**config.mk**
```make
export PLATFORM = sky130hd
export DESIGN_NAME = clamp_coast_ctrl
export DESIGN_NICKNAME = d
export VERILOG_FILES = /design/src/clamp_coast_pkg.sv /design/src/clamp_coast_ctrl.sv /design/src/input_sync.sv
export SDC_FILE = /design/constraint.sdc
export NUM_CORES = 1
export LEC_CHECK = 0
export ABC_AREA = 1
export BUFFER_PORTS_ARGS = -buffer_cell sky130_fd_sc_hd__clkbuf_2
export CAP_MARGIN = 5
export CORE_MARGIN = 2
export CORE_UTILIZATION = 37
export DETAILED_ROUTE_END_ITERATION = 16
export HOLD_SLACK_MARGIN = 0.08
export SLEW_MARGIN = 10
export SYNTH_ARGS = -nofsm -noshare
export SYNTH_HDL_FRONTEND = slang
export SYNTH_HIERARCHICAL = 1
export SYNTH_SLANG_ARGS = --single-unit
```
**constraint.sdc**
```tcl
create_clock -name aclk -period 1.47 [get_ports aclk]
set_input_delay 0.0735 -clock aclk [delete_from_list [all_inputs] [get_ports aclk]]
set_output_delay 0.0735 -clock aclk [all_outputs]
set_load 0.005 [all_outputs]
```
**src/clamp_coast_pkg.sv**
```systemverilog
package clamp_coast_pkg;

  // Bus geometry
  localparam int          AXI_AW      = 12;
  localparam int          ADDR_LSB    = 2;
  localparam int          IDX_W       = 8;
  localparam int          REG_W       = 8;

  // Register indices; byte address is four times the index
  localparam logic [7:0]  IDX_SYNC_CTL    = 8'h0e;
  localparam logic [7:0]  IDX_CLAMP_CTL   = 8'h0f;
  localparam logic [7:0]  IDX_CLAMP_PLACE = 8'h10;
  localparam logic [7:0]  IDX_CLAMP_DUR   = 8'h11;
  localparam logic [7:0]  IDX_STATUS      = 8'h12;

  // Field positions
  localparam int          BIT_HS_POL    = 6;
  localparam int          BIT_EXT_CLAMP = 7;
  localparam int          BIT_CLAMP_POL = 6;
  localparam int          BIT_COAST_POL = 3;
  localparam int          ST_CLAMP      = 0;
  localparam int          ST_HOLD       = 1;
  localparam int          ST_HSYNC      = 2;

  // Reset values
  localparam logic [7:0]  RST_SYNC_CTL    = 8'h00;
  localparam logic [7:0]  RST_CLAMP_CTL   = 8'h08;
  localparam logic [7:0]  RST_CLAMP_PLACE = 8'h00;
  localparam logic [7:0]  RST_CLAMP_DUR   = 8'h00;

  // Responses
  localparam logic [1:0]  RESP_OKAY   = 2'b00;
  localparam logic [1:0]  RESP_SLVERR = 2'b10;

  // Synchroniser input count, also the edge warm-up cycles
  localparam int          SYNC_W = 3;

  typedef enum logic [1:0] {T_IDLE, T_DELAY, T_CLAMP} timer_state_t;

endpackage

```
**src/clamp_coast_ctrl.sv**
```systemverilog
`timescale 1ns/1ps
`default_nettype none
module clamp_coast_ctrl (
  // Clock and reset
  input  wire logic                              aclk,
  input  wire logic                              aresetn,
  // AXI4-Lite write
  input  wire logic [clamp_coast_pkg::AXI_AW-1:0] awaddr,
  input  wire logic                              awvalid,
  output logic                                   awready,
  input  wire logic [31:0]                       wdata,
  input  wire logic [3:0]                        wstrb,
  input  wire logic                              wvalid,
  output logic                                   wready,
  output logic [1:0]                             bresp,
  output logic                                   bvalid,
  input  wire logic                              bready,
  // AXI4-Lite read
  input  wire logic [clamp_coast_pkg::AXI_AW-1:0] araddr,
  input  wire logic                              arvalid,
  output logic                                   arready,
  output logic [31:0]                            rdata,
  output logic [1:0]                             rresp,
  output logic                                   rvalid,
  input  wire logic                              rready,
  // Video timing inputs
  input  wire logic                              hsync_in,
  input  wire logic                              restore_in,
  input  wire logic                              holdover_in,
  // Front-end control outputs
  output logic                                   clamp_active,
  output logic                                   clock_hold,
  output logic                                   line_ref_pulse
);

  localparam logic [7:0] ONE8 = 8'h01;

  function automatic logic mapped(input logic [7:0] idx);
    mapped = (idx == clamp_coast_pkg::IDX_SYNC_CTL) || (idx == clamp_coast_pkg::IDX_CLAMP_CTL)
          || (idx == clamp_coast_pkg::IDX_CLAMP_PLACE) || (idx == clamp_coast_pkg::IDX_CLAMP_DUR)
          || (idx == clamp_coast_pkg::IDX_STATUS);
  endfunction

  function automatic logic [7:0] addr_idx(input logic [clamp_coast_pkg::AXI_AW-1:0] a);
    addr_idx = a[clamp_coast_pkg::ADDR_LSB +: clamp_coast_pkg::IDX_W];
  endfunction

  // Synchronised inputs
  logic [2:0] sync_q;
  logic       hs_s;
  logic       rst_s;
  logic       hold_s;

  input_sync #(.W(clamp_coast_pkg::SYNC_W)) u_sync (
    .aclk     (aclk),
    .aresetn  (aresetn),
    .async_in ({hsync_in, restore_in, holdover_in}),
    .sync_out (sync_q)
  );

  assign hs_s   = sync_q[2];
  assign rst_s  = sync_q[1];
  assign hold_s = sync_q[0];

  // Configuration registers
  logic [7:0] sync_ctl;
  logic [7:0] clamp_ctl;
  logic [7:0] place;
  logic [7:0] dur;
  logic       ext_sel;
  logic       coast_pol;
  logic       hs_act;
  logic       restore_act;
  logic       coast_act;

  assign ext_sel     = clamp_ctl[clamp_coast_pkg::BIT_EXT_CLAMP];
  assign coast_pol   = clamp_ctl[clamp_coast_pkg::BIT_COAST_POL];
  assign hs_act      = sync_ctl[clamp_coast_pkg::BIT_HS_POL] ? hs_s : ~hs_s;
  assign restore_act = clamp_ctl[clamp_coast_pkg::BIT_CLAMP_POL] ? rst_s : ~rst_s;
  assign coast_act   = coast_pol ? hold_s : ~hold_s;

  // Bus slave state
  logic       aw_got;
  logic       w_got;
  logic [7:0] aw_idx;
  logic [7:0] w_byte;
  logic       w_lane0;
  logic       next_aw_got;
  logic       next_w_got;
  logic [7:0] next_aw_idx;
  logic [7:0] next_w_byte;
  logic       next_w_lane0;
  logic       next_awready;
  logic       next_wready;
  logic       next_bvalid;
  logic [1:0] next_bresp;
  logic       next_arready;
  logic       next_rvalid;
  logic [31:0] next_rdata;
  logic [1:0] next_rresp;
  logic [7:0] next_sync_ctl;
  logic [7:0] next_clamp_ctl;
  logic [7:0] next_place;
  logic [7:0] next_dur;
  logic [7:0] status;
  logic [7:0] rd_idx;

  always_comb begin
    status = 8'h00;
    status[clamp_coast_pkg::ST_CLAMP] = clamp_active;
    status[clamp_coast_pkg::ST_HOLD]  = clock_hold;
    status[clamp_coast_pkg::ST_HSYNC] = hs_act;
    next_aw_got    = aw_got;
    next_w_got     = w_got;
    next_aw_idx    = aw_idx;
    next_w_byte    = w_byte;
    next_w_lane0   = w_lane0;
    next_bvalid    = bvalid;
    next_bresp     = bresp;
    next_rvalid    = rvalid;
    next_rdata     = rdata;
    next_rresp     = rresp;
    next_sync_ctl  = sync_ctl;
    next_clamp_ctl = clamp_ctl;
    next_place     = place;
    next_dur       = dur;
    rd_idx         = addr_idx(araddr);
    if (bvalid && bready) begin
      next_bvalid = 1'b0;
    end
    if (aw_got && w_got && !bvalid) begin
      next_aw_got = 1'b0;
      next_w_got  = 1'b0;
      next_bvalid = 1'b1;
      next_bresp  = mapped(aw_idx) ? clamp_coast_pkg::RESP_OKAY : clamp_coast_pkg::RESP_SLVERR;
      if (w_lane0) begin
        unique case (aw_idx)
          clamp_coast_pkg::IDX_SYNC_CTL:    next_sync_ctl  = w_byte;
          clamp_coast_pkg::IDX_CLAMP_CTL:   next_clamp_ctl = w_byte;
          clamp_coast_pkg::IDX_CLAMP_PLACE: next_place     = w_byte;
          clamp_coast_pkg::IDX_CLAMP_DUR:   next_dur       = w_byte;
          default: ;
        endcase
      end
    end
    if (awvalid && awready) begin
      next_aw_got = 1'b1;
      next_aw_idx = addr_idx(awaddr);
    end
    if (wvalid && wready) begin
      next_w_got   = 1'b1;
      next_w_byte  = wdata[clamp_coast_pkg::REG_W-1:0];
      next_w_lane0 = wstrb[0];
    end
    next_awready = !next_aw_got && !next_bvalid;
    next_wready  = !next_w_got && !next_bvalid;
    if (rvalid && rready) begin
      next_rvalid = 1'b0;
    end
    if (arvalid && arready) begin
      next_rvalid = 1'b1;
      next_rresp  = mapped(rd_idx) ? clamp_coast_pkg::RESP_OKAY : clamp_coast_pkg::RESP_SLVERR;
      unique case (rd_idx)
        clamp_coast_pkg::IDX_SYNC_CTL:    next_rdata = {24'h000000, sync_ctl};
        clamp_coast_pkg::IDX_CLAMP_CTL:   next_rdata = {24'h000000, clamp_ctl};
        clamp_coast_pkg::IDX_CLAMP_PLACE: next_rdata = {24'h000000, place};
        clamp_coast_pkg::IDX_CLAMP_DUR:   next_rdata = {24'h000000, dur};
        clamp_coast_pkg::IDX_STATUS:      next_rdata = {24'h000000, status};
        default:                          next_rdata = 32'h00000000;
      endcase
    end
    next_arready = !next_rvalid;
  end

  always_ff @(posedge aclk) begin
    if (!aresetn) begin
      aw_got    <= 1'b0;
      w_got     <= 1'b0;
      aw_idx    <= 8'h00;
      w_byte    <= 8'h00;
      w_lane0   <= 1'b0;
      awready   <= 1'b0;
      wready    <= 1'b0;
      bvalid    <= 1'b0;
      bresp     <= clamp_coast_pkg::RESP_OKAY;
      arready   <= 1'b0;
      rvalid    <= 1'b0;
      rdata     <= 32'h00000000;
      rresp     <= clamp_coast_pkg::RESP_OKAY;
      sync_ctl  <= clamp_coast_pkg::RST_SYNC_CTL;
      clamp_ctl <= clamp_coast_pkg::RST_CLAMP_CTL;
      place     <= clamp_coast_pkg::RST_CLAMP_PLACE;
      dur       <= clamp_coast_pkg::RST_CLAMP_DUR;
    end else begin
      aw_got    <= next_aw_got;
      w_got     <= next_w_got;
      aw_idx    <= next_aw_idx;
      w_byte    <= next_w_byte;
      w_lane0   <= next_w_lane0;
      awready   <= next_awready;
      wready    <= next_wready;
      bvalid    <= next_bvalid;
      bresp     <= next_bresp;
      arready   <= next_arready;
      rvalid    <= next_rvalid;
      rdata     <= next_rdata;
      rresp     <= next_rresp;
      sync_ctl  <= next_sync_ctl;
      clamp_ctl <= next_clamp_ctl;
      place     <= next_place;
      dur       <= next_dur;
    end
  end

  // Restore timer and outputs
  clamp_coast_pkg::timer_state_t state;
  clamp_coast_pkg::timer_state_t next_state;
  logic [7:0] cnt;
  logic [7:0] next_cnt;
  logic       hs_prev;
  logic       lead;
  logic       trail;
  logic       next_clamp_active;
  // Edges armed once synchroniser and hs_prev hold real samples
  logic [clamp_coast_pkg::SYNC_W-1:0] warm;
  logic [clamp_coast_pkg::SYNC_W-1:0] next_warm;

  assign lead  = hs_act && !hs_prev && warm[clamp_coast_pkg::SYNC_W-1];
  assign trail = !hs_act && hs_prev && warm[clamp_coast_pkg::SYNC_W-1];

  always_comb begin
    next_state = state;
    next_cnt   = cnt;
    next_warm  = {warm[clamp_coast_pkg::SYNC_W-2:0], 1'b1};
    unique case (state)
      clamp_coast_pkg::T_IDLE: ;
      clamp_coast_pkg::T_DELAY: begin
        if (cnt != 8'h00) begin
          next_cnt = cnt - ONE8;
        end else if (dur != 8'h00) begin
          next_state = clamp_coast_pkg::T_CLAMP;
          next_cnt   = dur - ONE8;
        end else begin
          next_state = clamp_coast_pkg::T_IDLE;
        end
      end
      clamp_coast_pkg::T_CLAMP: begin
        if (cnt != 8'h00) begin
          next_cnt = cnt - ONE8;
        end else begin
          next_state = clamp_coast_pkg::T_IDLE;
        end
      end
    endcase
    if (trail) begin
      next_state = clamp_coast_pkg::T_DELAY;
      next_cnt   = place;
    end
    if (ext_sel) begin
      next_clamp_active = restore_act;
    end else begin
      next_clamp_active = (next_state == clamp_coast_pkg::T_CLAMP);
    end
  end

  always_ff @(posedge aclk) begin
    if (!aresetn) begin
      state          <= clamp_coast_pkg::T_IDLE;
      cnt            <= 8'h00;
      hs_prev        <= 1'b0;
      warm           <= '0;
      clamp_active   <= 1'b0;
      clock_hold     <= 1'b0;
      line_ref_pulse <= 1'b0;
    end else begin
      state          <= next_state;
      cnt            <= next_cnt;
      hs_prev        <= hs_act;
      warm           <= next_warm;
      clamp_active   <= next_clamp_active;
      clock_hold     <= coast_act;
      line_ref_pulse <= lead && !coast_act;
    end
  end
endmodule
`default_nettype wire

```
**src/input_sync.sv**
```systemverilog
`timescale 1ns/1ps
`default_nettype none
module input_sync #(
  parameter int W = 1
) (
  // Clock and reset
  input  wire logic         aclk,
  input  wire logic         aresetn,
  // Asynchronous levels in, clean levels out
  input  wire logic [W-1:0] async_in,
  output logic      [W-1:0] sync_out
);

  logic [W-1:0] stage1;
  logic [W-1:0] next_stage1;
  logic [W-1:0] next_sync_out;

  always_comb begin
    next_stage1   = async_in;
    next_sync_out = stage1;
  end

  always_ff @(posedge aclk) begin
    if (!aresetn) begin
      stage1   <= '0;
      sync_out <= '0;
    end else begin
      stage1   <= next_stage1;
      sync_out <= next_sync_out;
    end
  end

endmodule
`default_nettype wire

```
* Word-level counts from Yosys, hierarchy flattened
Index checks and enable logic that the tools add are counted.
** Storage, ports and cells
- Register bits after elaboration :: 115
- Output and inout bits :: 44
- Logic and storage cells :: 111
** Cells by class
- Add/subtract/negate cells :: 2
- Equal/unequal tests :: 15
- Mux-type cells :: 26
- Bitwise gates (word level) :: 3
- Reduce and logical (&&, ||, !) cells :: 38
** Operators by type and width (count)
- 8-bit by 5-bit == test with 1-bit output (second input constant) :: 6
- 8-bit case mux with 5 select lines :: 1
- 8-bit by 4-bit == test with 1-bit output (second input constant) :: 4
- 8-bit two-way mux :: 4
- 8-bit case mux with 2 select lines :: 1
- 8-bit nonzero test :: 2
- 8-bit by 1-bit subtractor with 8-bit output (second input constant) :: 2
- 3-bit AND reduction :: 5
- 1-bit logical AND :: 14
- 1-bit two-way mux :: 13
- 2-bit two-way mux :: 6
- 1-bit logical NOT :: 8
- 1-bit logical OR :: 8
- 2-bit == test (second input constant) :: 2
- 4-bit inequality test (second input constant) :: 1
- 2-bit case mux with 2 select lines :: 1
- 3-bit inequality test (second input constant) :: 1
- 1-bit NOT :: 3
- 3-bit nonzero test :: 1
- 2-bit by 1-bit == test with 1-bit output (second input constant) :: 1

* Depth between registers and ports, before layout
- Word-level depth :: 8
- Mapped depth :: 11
- Gate-level depth less buffers :: 11

* Hierarchy
The synthesis kept the hierarchy.
** Modules (own cells, without submodules)
- clamp_coast_ctrl :: times used 1, cells an instance 604, area an instance 4299.1 um^2
- input_sync :: times used 1, cells an instance 18, area an instance 165.2 um^2

* Worst setup path before layout
Ideal clock, no wire load.
- Kind :: flip-flop to flip-flop
- Start point :: register state[0]
- End point :: register cnt[3]
- Library setup time :: 0.115 ns
- Arrival :: 1.306 ns
- Setup slack :: 0.049 ns
- Cell stages (with the launch flop) :: 10
- Clock period less this slack :: 1.421 ns
- Cells stage by stage :: dfxtp_1 > inv_1 > ha_1 > nor2_1 > inv_1 > nand2_2 > nand2_2 > buf_6 > o21ai_1 > nor2_1
** Between the ends
- Word-level cells in the longest chain between the ends :: 3
- Elaborated cells between the ends (all ways) :: 8
- Those cells by class :: eq/ne (4); mux (2); reduce/logical (2)
** RTL lines
- start, declared :: line clamp_coast_ctrl.sv:216 : clamp_coast_pkg::timer_state_t state;
- start signal, assigned :: line clamp_coast_ctrl.sv:268 : state <= clamp_coast_pkg::T_IDLE;
- start signal, assigned :: line clamp_coast_ctrl.sv:276 : state <= next_state;
- 2-bit by 1-bit == test with 1-bit output or 2-bit == test (tied branches) :: line clamp_coast_ctrl.sv:235 : unique case (state)
- 4-bit inequality test (no line), or another cell as far along
- 3-bit AND reduction (no line) or 8-bit two-way mux (tied branches)
- end signal, assigned :: line clamp_coast_ctrl.sv:277 : cnt <= next_cnt;
- end, declared :: line clamp_coast_ctrl.sv:218 : logic [7:0] cnt;
Several ways; a longest one is shown, not always the timed one.
A chain may end at the register's enable or synchronous reset.

* Worst setup path after layout
- Start point :: register dur[1]
- End point :: register cnt[7]
** Between the ends
- Word-level cells in the longest chain between the ends :: 5
- Elaborated cells between the ends (all ways) :: 8
- Those cells by class :: add/sub (1); eq/ne (1); mux (4); reduce/logical (2)
** RTL lines
- start, declared :: line clamp_coast_ctrl.sv:69 : logic [7:0] dur;
- start signal, assigned :: line clamp_coast_ctrl.sv:193 : dur <= clamp_coast_pkg::RST_CLAMP_DUR;
- start signal, assigned :: line clamp_coast_ctrl.sv:211 : dur <= next_dur;
- 8-bit by 1-bit subtractor with 8-bit output :: line clamp_coast_ctrl.sv:242 : next_cnt = dur - ONE8;
- 8-bit two-way mux :: line clamp_coast_ctrl.sv:240 : end else if (dur != 8'h00) begin
- 8-bit two-way mux :: line clamp_coast_ctrl.sv:238 : if (cnt != 8'h00) begin
- 8-bit case mux with 2 select lines :: line clamp_coast_ctrl.sv:235
- 8-bit two-way mux :: line clamp_coast_ctrl.sv:255 : if (trail) begin
Several ways; a longest one is shown, not always the timed one. The select of a mux whose other input is x is not followed.

==> results.json <==
{
  "max_freq_ghz": 0.678,
  "min_period_ns": 1.47,
  "area_growth_pct": 31.5,
  "yosysUniqueCellTypes": 40,
  "routed_via_density": 4.72,
  "die_w_um": 114,
  "grt_start_max_net_pins": 52,
  "start_kind": "flop",
  "drt_iter0_drc": 226,
  "final_antenna_net_count": 0,
  "layout.nets": 820,
  "synth.top_cells.by_area": "dfxtp_1 40%, nand2_1 8.5%, nor2_1 7.9%",
  "antenna_cells": 0,
  "ios": 114,
  "synth_ff_type": "dfxtp_1",
  "synth_edf_count": 0,
  "grt_pass1_vias": 4018,
  "hold_viol": 0,
  "grt_pass1_wl_um": 18300,
  "drv_slew": 0,
  "num_rows": 40,
  "synth_area_sq_mm": 0.00446,
  "yosysSeqAreaShare_pct": 39.9,
  "required_ns": 1.72,
  "clk_path_buf_depth": 2,
  "synth_top_area_share_pct": 39.9,
  "cp_max_fo": 3,
  "synth_warnings": 6,
  "peakVddDrop_mv": 0.718,
  "num_vias": 4230,
  "rsz0062_at_grt": "yes",
  "clock_sinks": 89,
  "pwr_density_cell_mw_per_mm2": 907,
  "coreArea_sq_mm": 0.0119,
  "clk_pin_slew_ns": 0.07,
  "root_buffer": "clkbuf_16",
  "drt-pass1-iter-count": 5,
  "async_reset_ff_share_pct": 0,
  "synthTopCellsByCount": "101 x nand2_1, 94 x nor2_1, 89 x dfxtp_1",
  "finalWeightedCongestion": 0.876,
  "cp_top_family": "simple AND/OR/NAND/NOR gates",
  "nFillCells": 1170,
  "fin_crit_sh_pct": 100,
  "p_leak_uw": 0.00271,
  "fin_setup_tns_ns": -0.00424,
  "setup_slack_ns": -0.00424,
  "synth-seq-cells": 89,
  "violations": "setup timing",
  "critPathMaxStageDelay_ns": 0.32,
  "routed_wl_um": 11500,
  "cp-end-kind": "flop",
  "grt_overflow": 0,
  "clk_latency_ns": 0.35,
  "synth_area_per_cell_sq_um": 7.18,
  "setup_viol": 1,
  "min_path_type": "in -> reg",
  "synthesis.instances": 622,
  "clock_skew_ns": 0.00502,
  "dieArea_sq_mm": 0.0130,
  "drc": 0,
  "cap_violations": 0,
  "slowest_stage": "dfxtp_2",
  "htreeDepth": 3,
  "status": "complete, but fails checks",
  "path_buf_inv": 4,
  "drive_above_1_share_pct": 28.7,
  "antenna_found_initial": 0,
  "path_class": "reg -> reg",
  "die_y_um": 114,
  "start_util_pct": 37.5,
  "crit_path_cell_trace": "inv_2 > ha_1 > nand2_1 > o21ai_2 > nand2_2 > nand2_4 > buf_4 > nand3_1 > nand2_1 > inv_1 > nand2_1 > inv_1",
  "wl_per_cell_um": 12.8,
  "yosysMostFrequentCell": "nand2_1",
  "port_buffers": 52,
  "whs_ns": 0.135,
  "grt_use_total_pct": 17.8,
  "synth_top_area_cell": "dfxtp_1",
  "numCtsBuffers": 9,
  "cpMostUsedCell": "nand2_1",
  "cts_tree": "built",
  "cp_data_arrival_time_ns": 1.72,
  "hpwl_um": 8450
}
final cells by class:
cell class	instances	area [sq um]	share of cell area (%)
Clock buffer	9	225	3.84
Clock inverter	7	72.6	1.24
Inverter	66	258	4.39
Multi-Input combinational cell	449	2400	40.8
Sequential cell	89	1800	30.6
Tap cell	147	184	3.13
Timing Repair Buffer	130	937	16.0
cell usage in the layout (no fill, tap or decap), types with 24 or more instances in the layout:
cell and instances:
nand2_1 89, nor2_1 85, dfxtp_1 77, clkbuf_2 52, inv_1 51, buf_4 48
o21ai_0 45, nand3_1 45, a21oi_1 42, o21ai_1 26, conb_1 26, dlygate4sd3_1 24
layer usage:
layer | up-vias | GRT usage (%) | routed length (um)
li1 | 2222 | - | -
met1 | 1907 | 22.4 | 5230
met2 | 92 | 30.8 | 5600
met3 | 9 | 4.84 | 520
met4 | 0 | 3.74 | 103
met5 | - | 0 | 0
repair_timing:
item	in CTS	in global routing
setup buffers	0	8
setup endpoints to repair	5	32
gates resized for setup	4	66
hold buffers	24	0
pin swaps	0	16
hold endpoints to repair	23	0
cloned	0	2
logic make-up (layout without fill, tap and decap cells):
| kind of cell | count (synthesis) | after routing | synth area share, % |
|---|---|---|---|
| simple gates | 281 | 283 | 29.3 |
| compound gates | 130 | 130 | 15.8 |
| buf+inv | 111 | 212 | 12.5 |
| flops | 89 | 89 | 39.9 |
| fa+ha+maj | 5 | 5 | 1.40 |
| xor+xnor | 5 | 5 | 0.981 |
| other cells | 1 | 26 | 0.0840 |
sequential cells by signal, summed over array words and instances, names as in the netlist, 2 cells and up:
signal,flops
clamp_ctl,8
u_sync/sync_out,3
warm,3
w_byte,8
state,2
rdata,8
place,8
cnt,8
sync_ctl,8
dur,8
aw_idx,8
u_sync/next_sync_out,3
metrics by stage:
step	total power (uW)	worst slack (ns)	instances	utilization, %	instance area, sq um
6_report	5320	-0.00424	897	49.3	5870
3_5_place_dp	3030	-0.0148	847	42.4	5060
3_3_place_gp	3020	0.0291	847	42.4	5060
4_1_cts	5350	0.0107	887	47.1	5610
5_1_grt	5560	-0.0772	897	49.3	5870
2_1_floorplan	2910	0.0495	647	-	4560
path summary, 6_finish.rpt:
path,start,end,slack (ns),depth (start not counted)
worst max-delay path,dur[1]$_SDFFE_PN0P_,cnt[7]$_SDFFE_PN0P_,-0.004,12
worst min-delay path,awvalid,aw_idx[5]$_SDFFE_PN0P_,0.14,5
worst max register to register,dur[1]$_SDFFE_PN0P_,cnt[7]$_SDFFE_PN0P_,-0.004,12
worst min register to register,warm[0]$_DFF_P_,warm[1]$_SDFF_PN0_,0.41,2
tightest hold or removal path, cell delays in order:
cell,delay [ns]
clkbuf_2,0.08
nand2_1,0.07
inv_1,0.09
nor2_1,0.09
nor2_1,0.05
where the power goes:
part / internal [uW] / switching (uW)
Sequential: 2490 / 68.9
Combinational: 211 / 295
Clock: 1200 / 1060
Total: 3900 / 1420
Note: power is estimated with default switching activity, not from simulation.
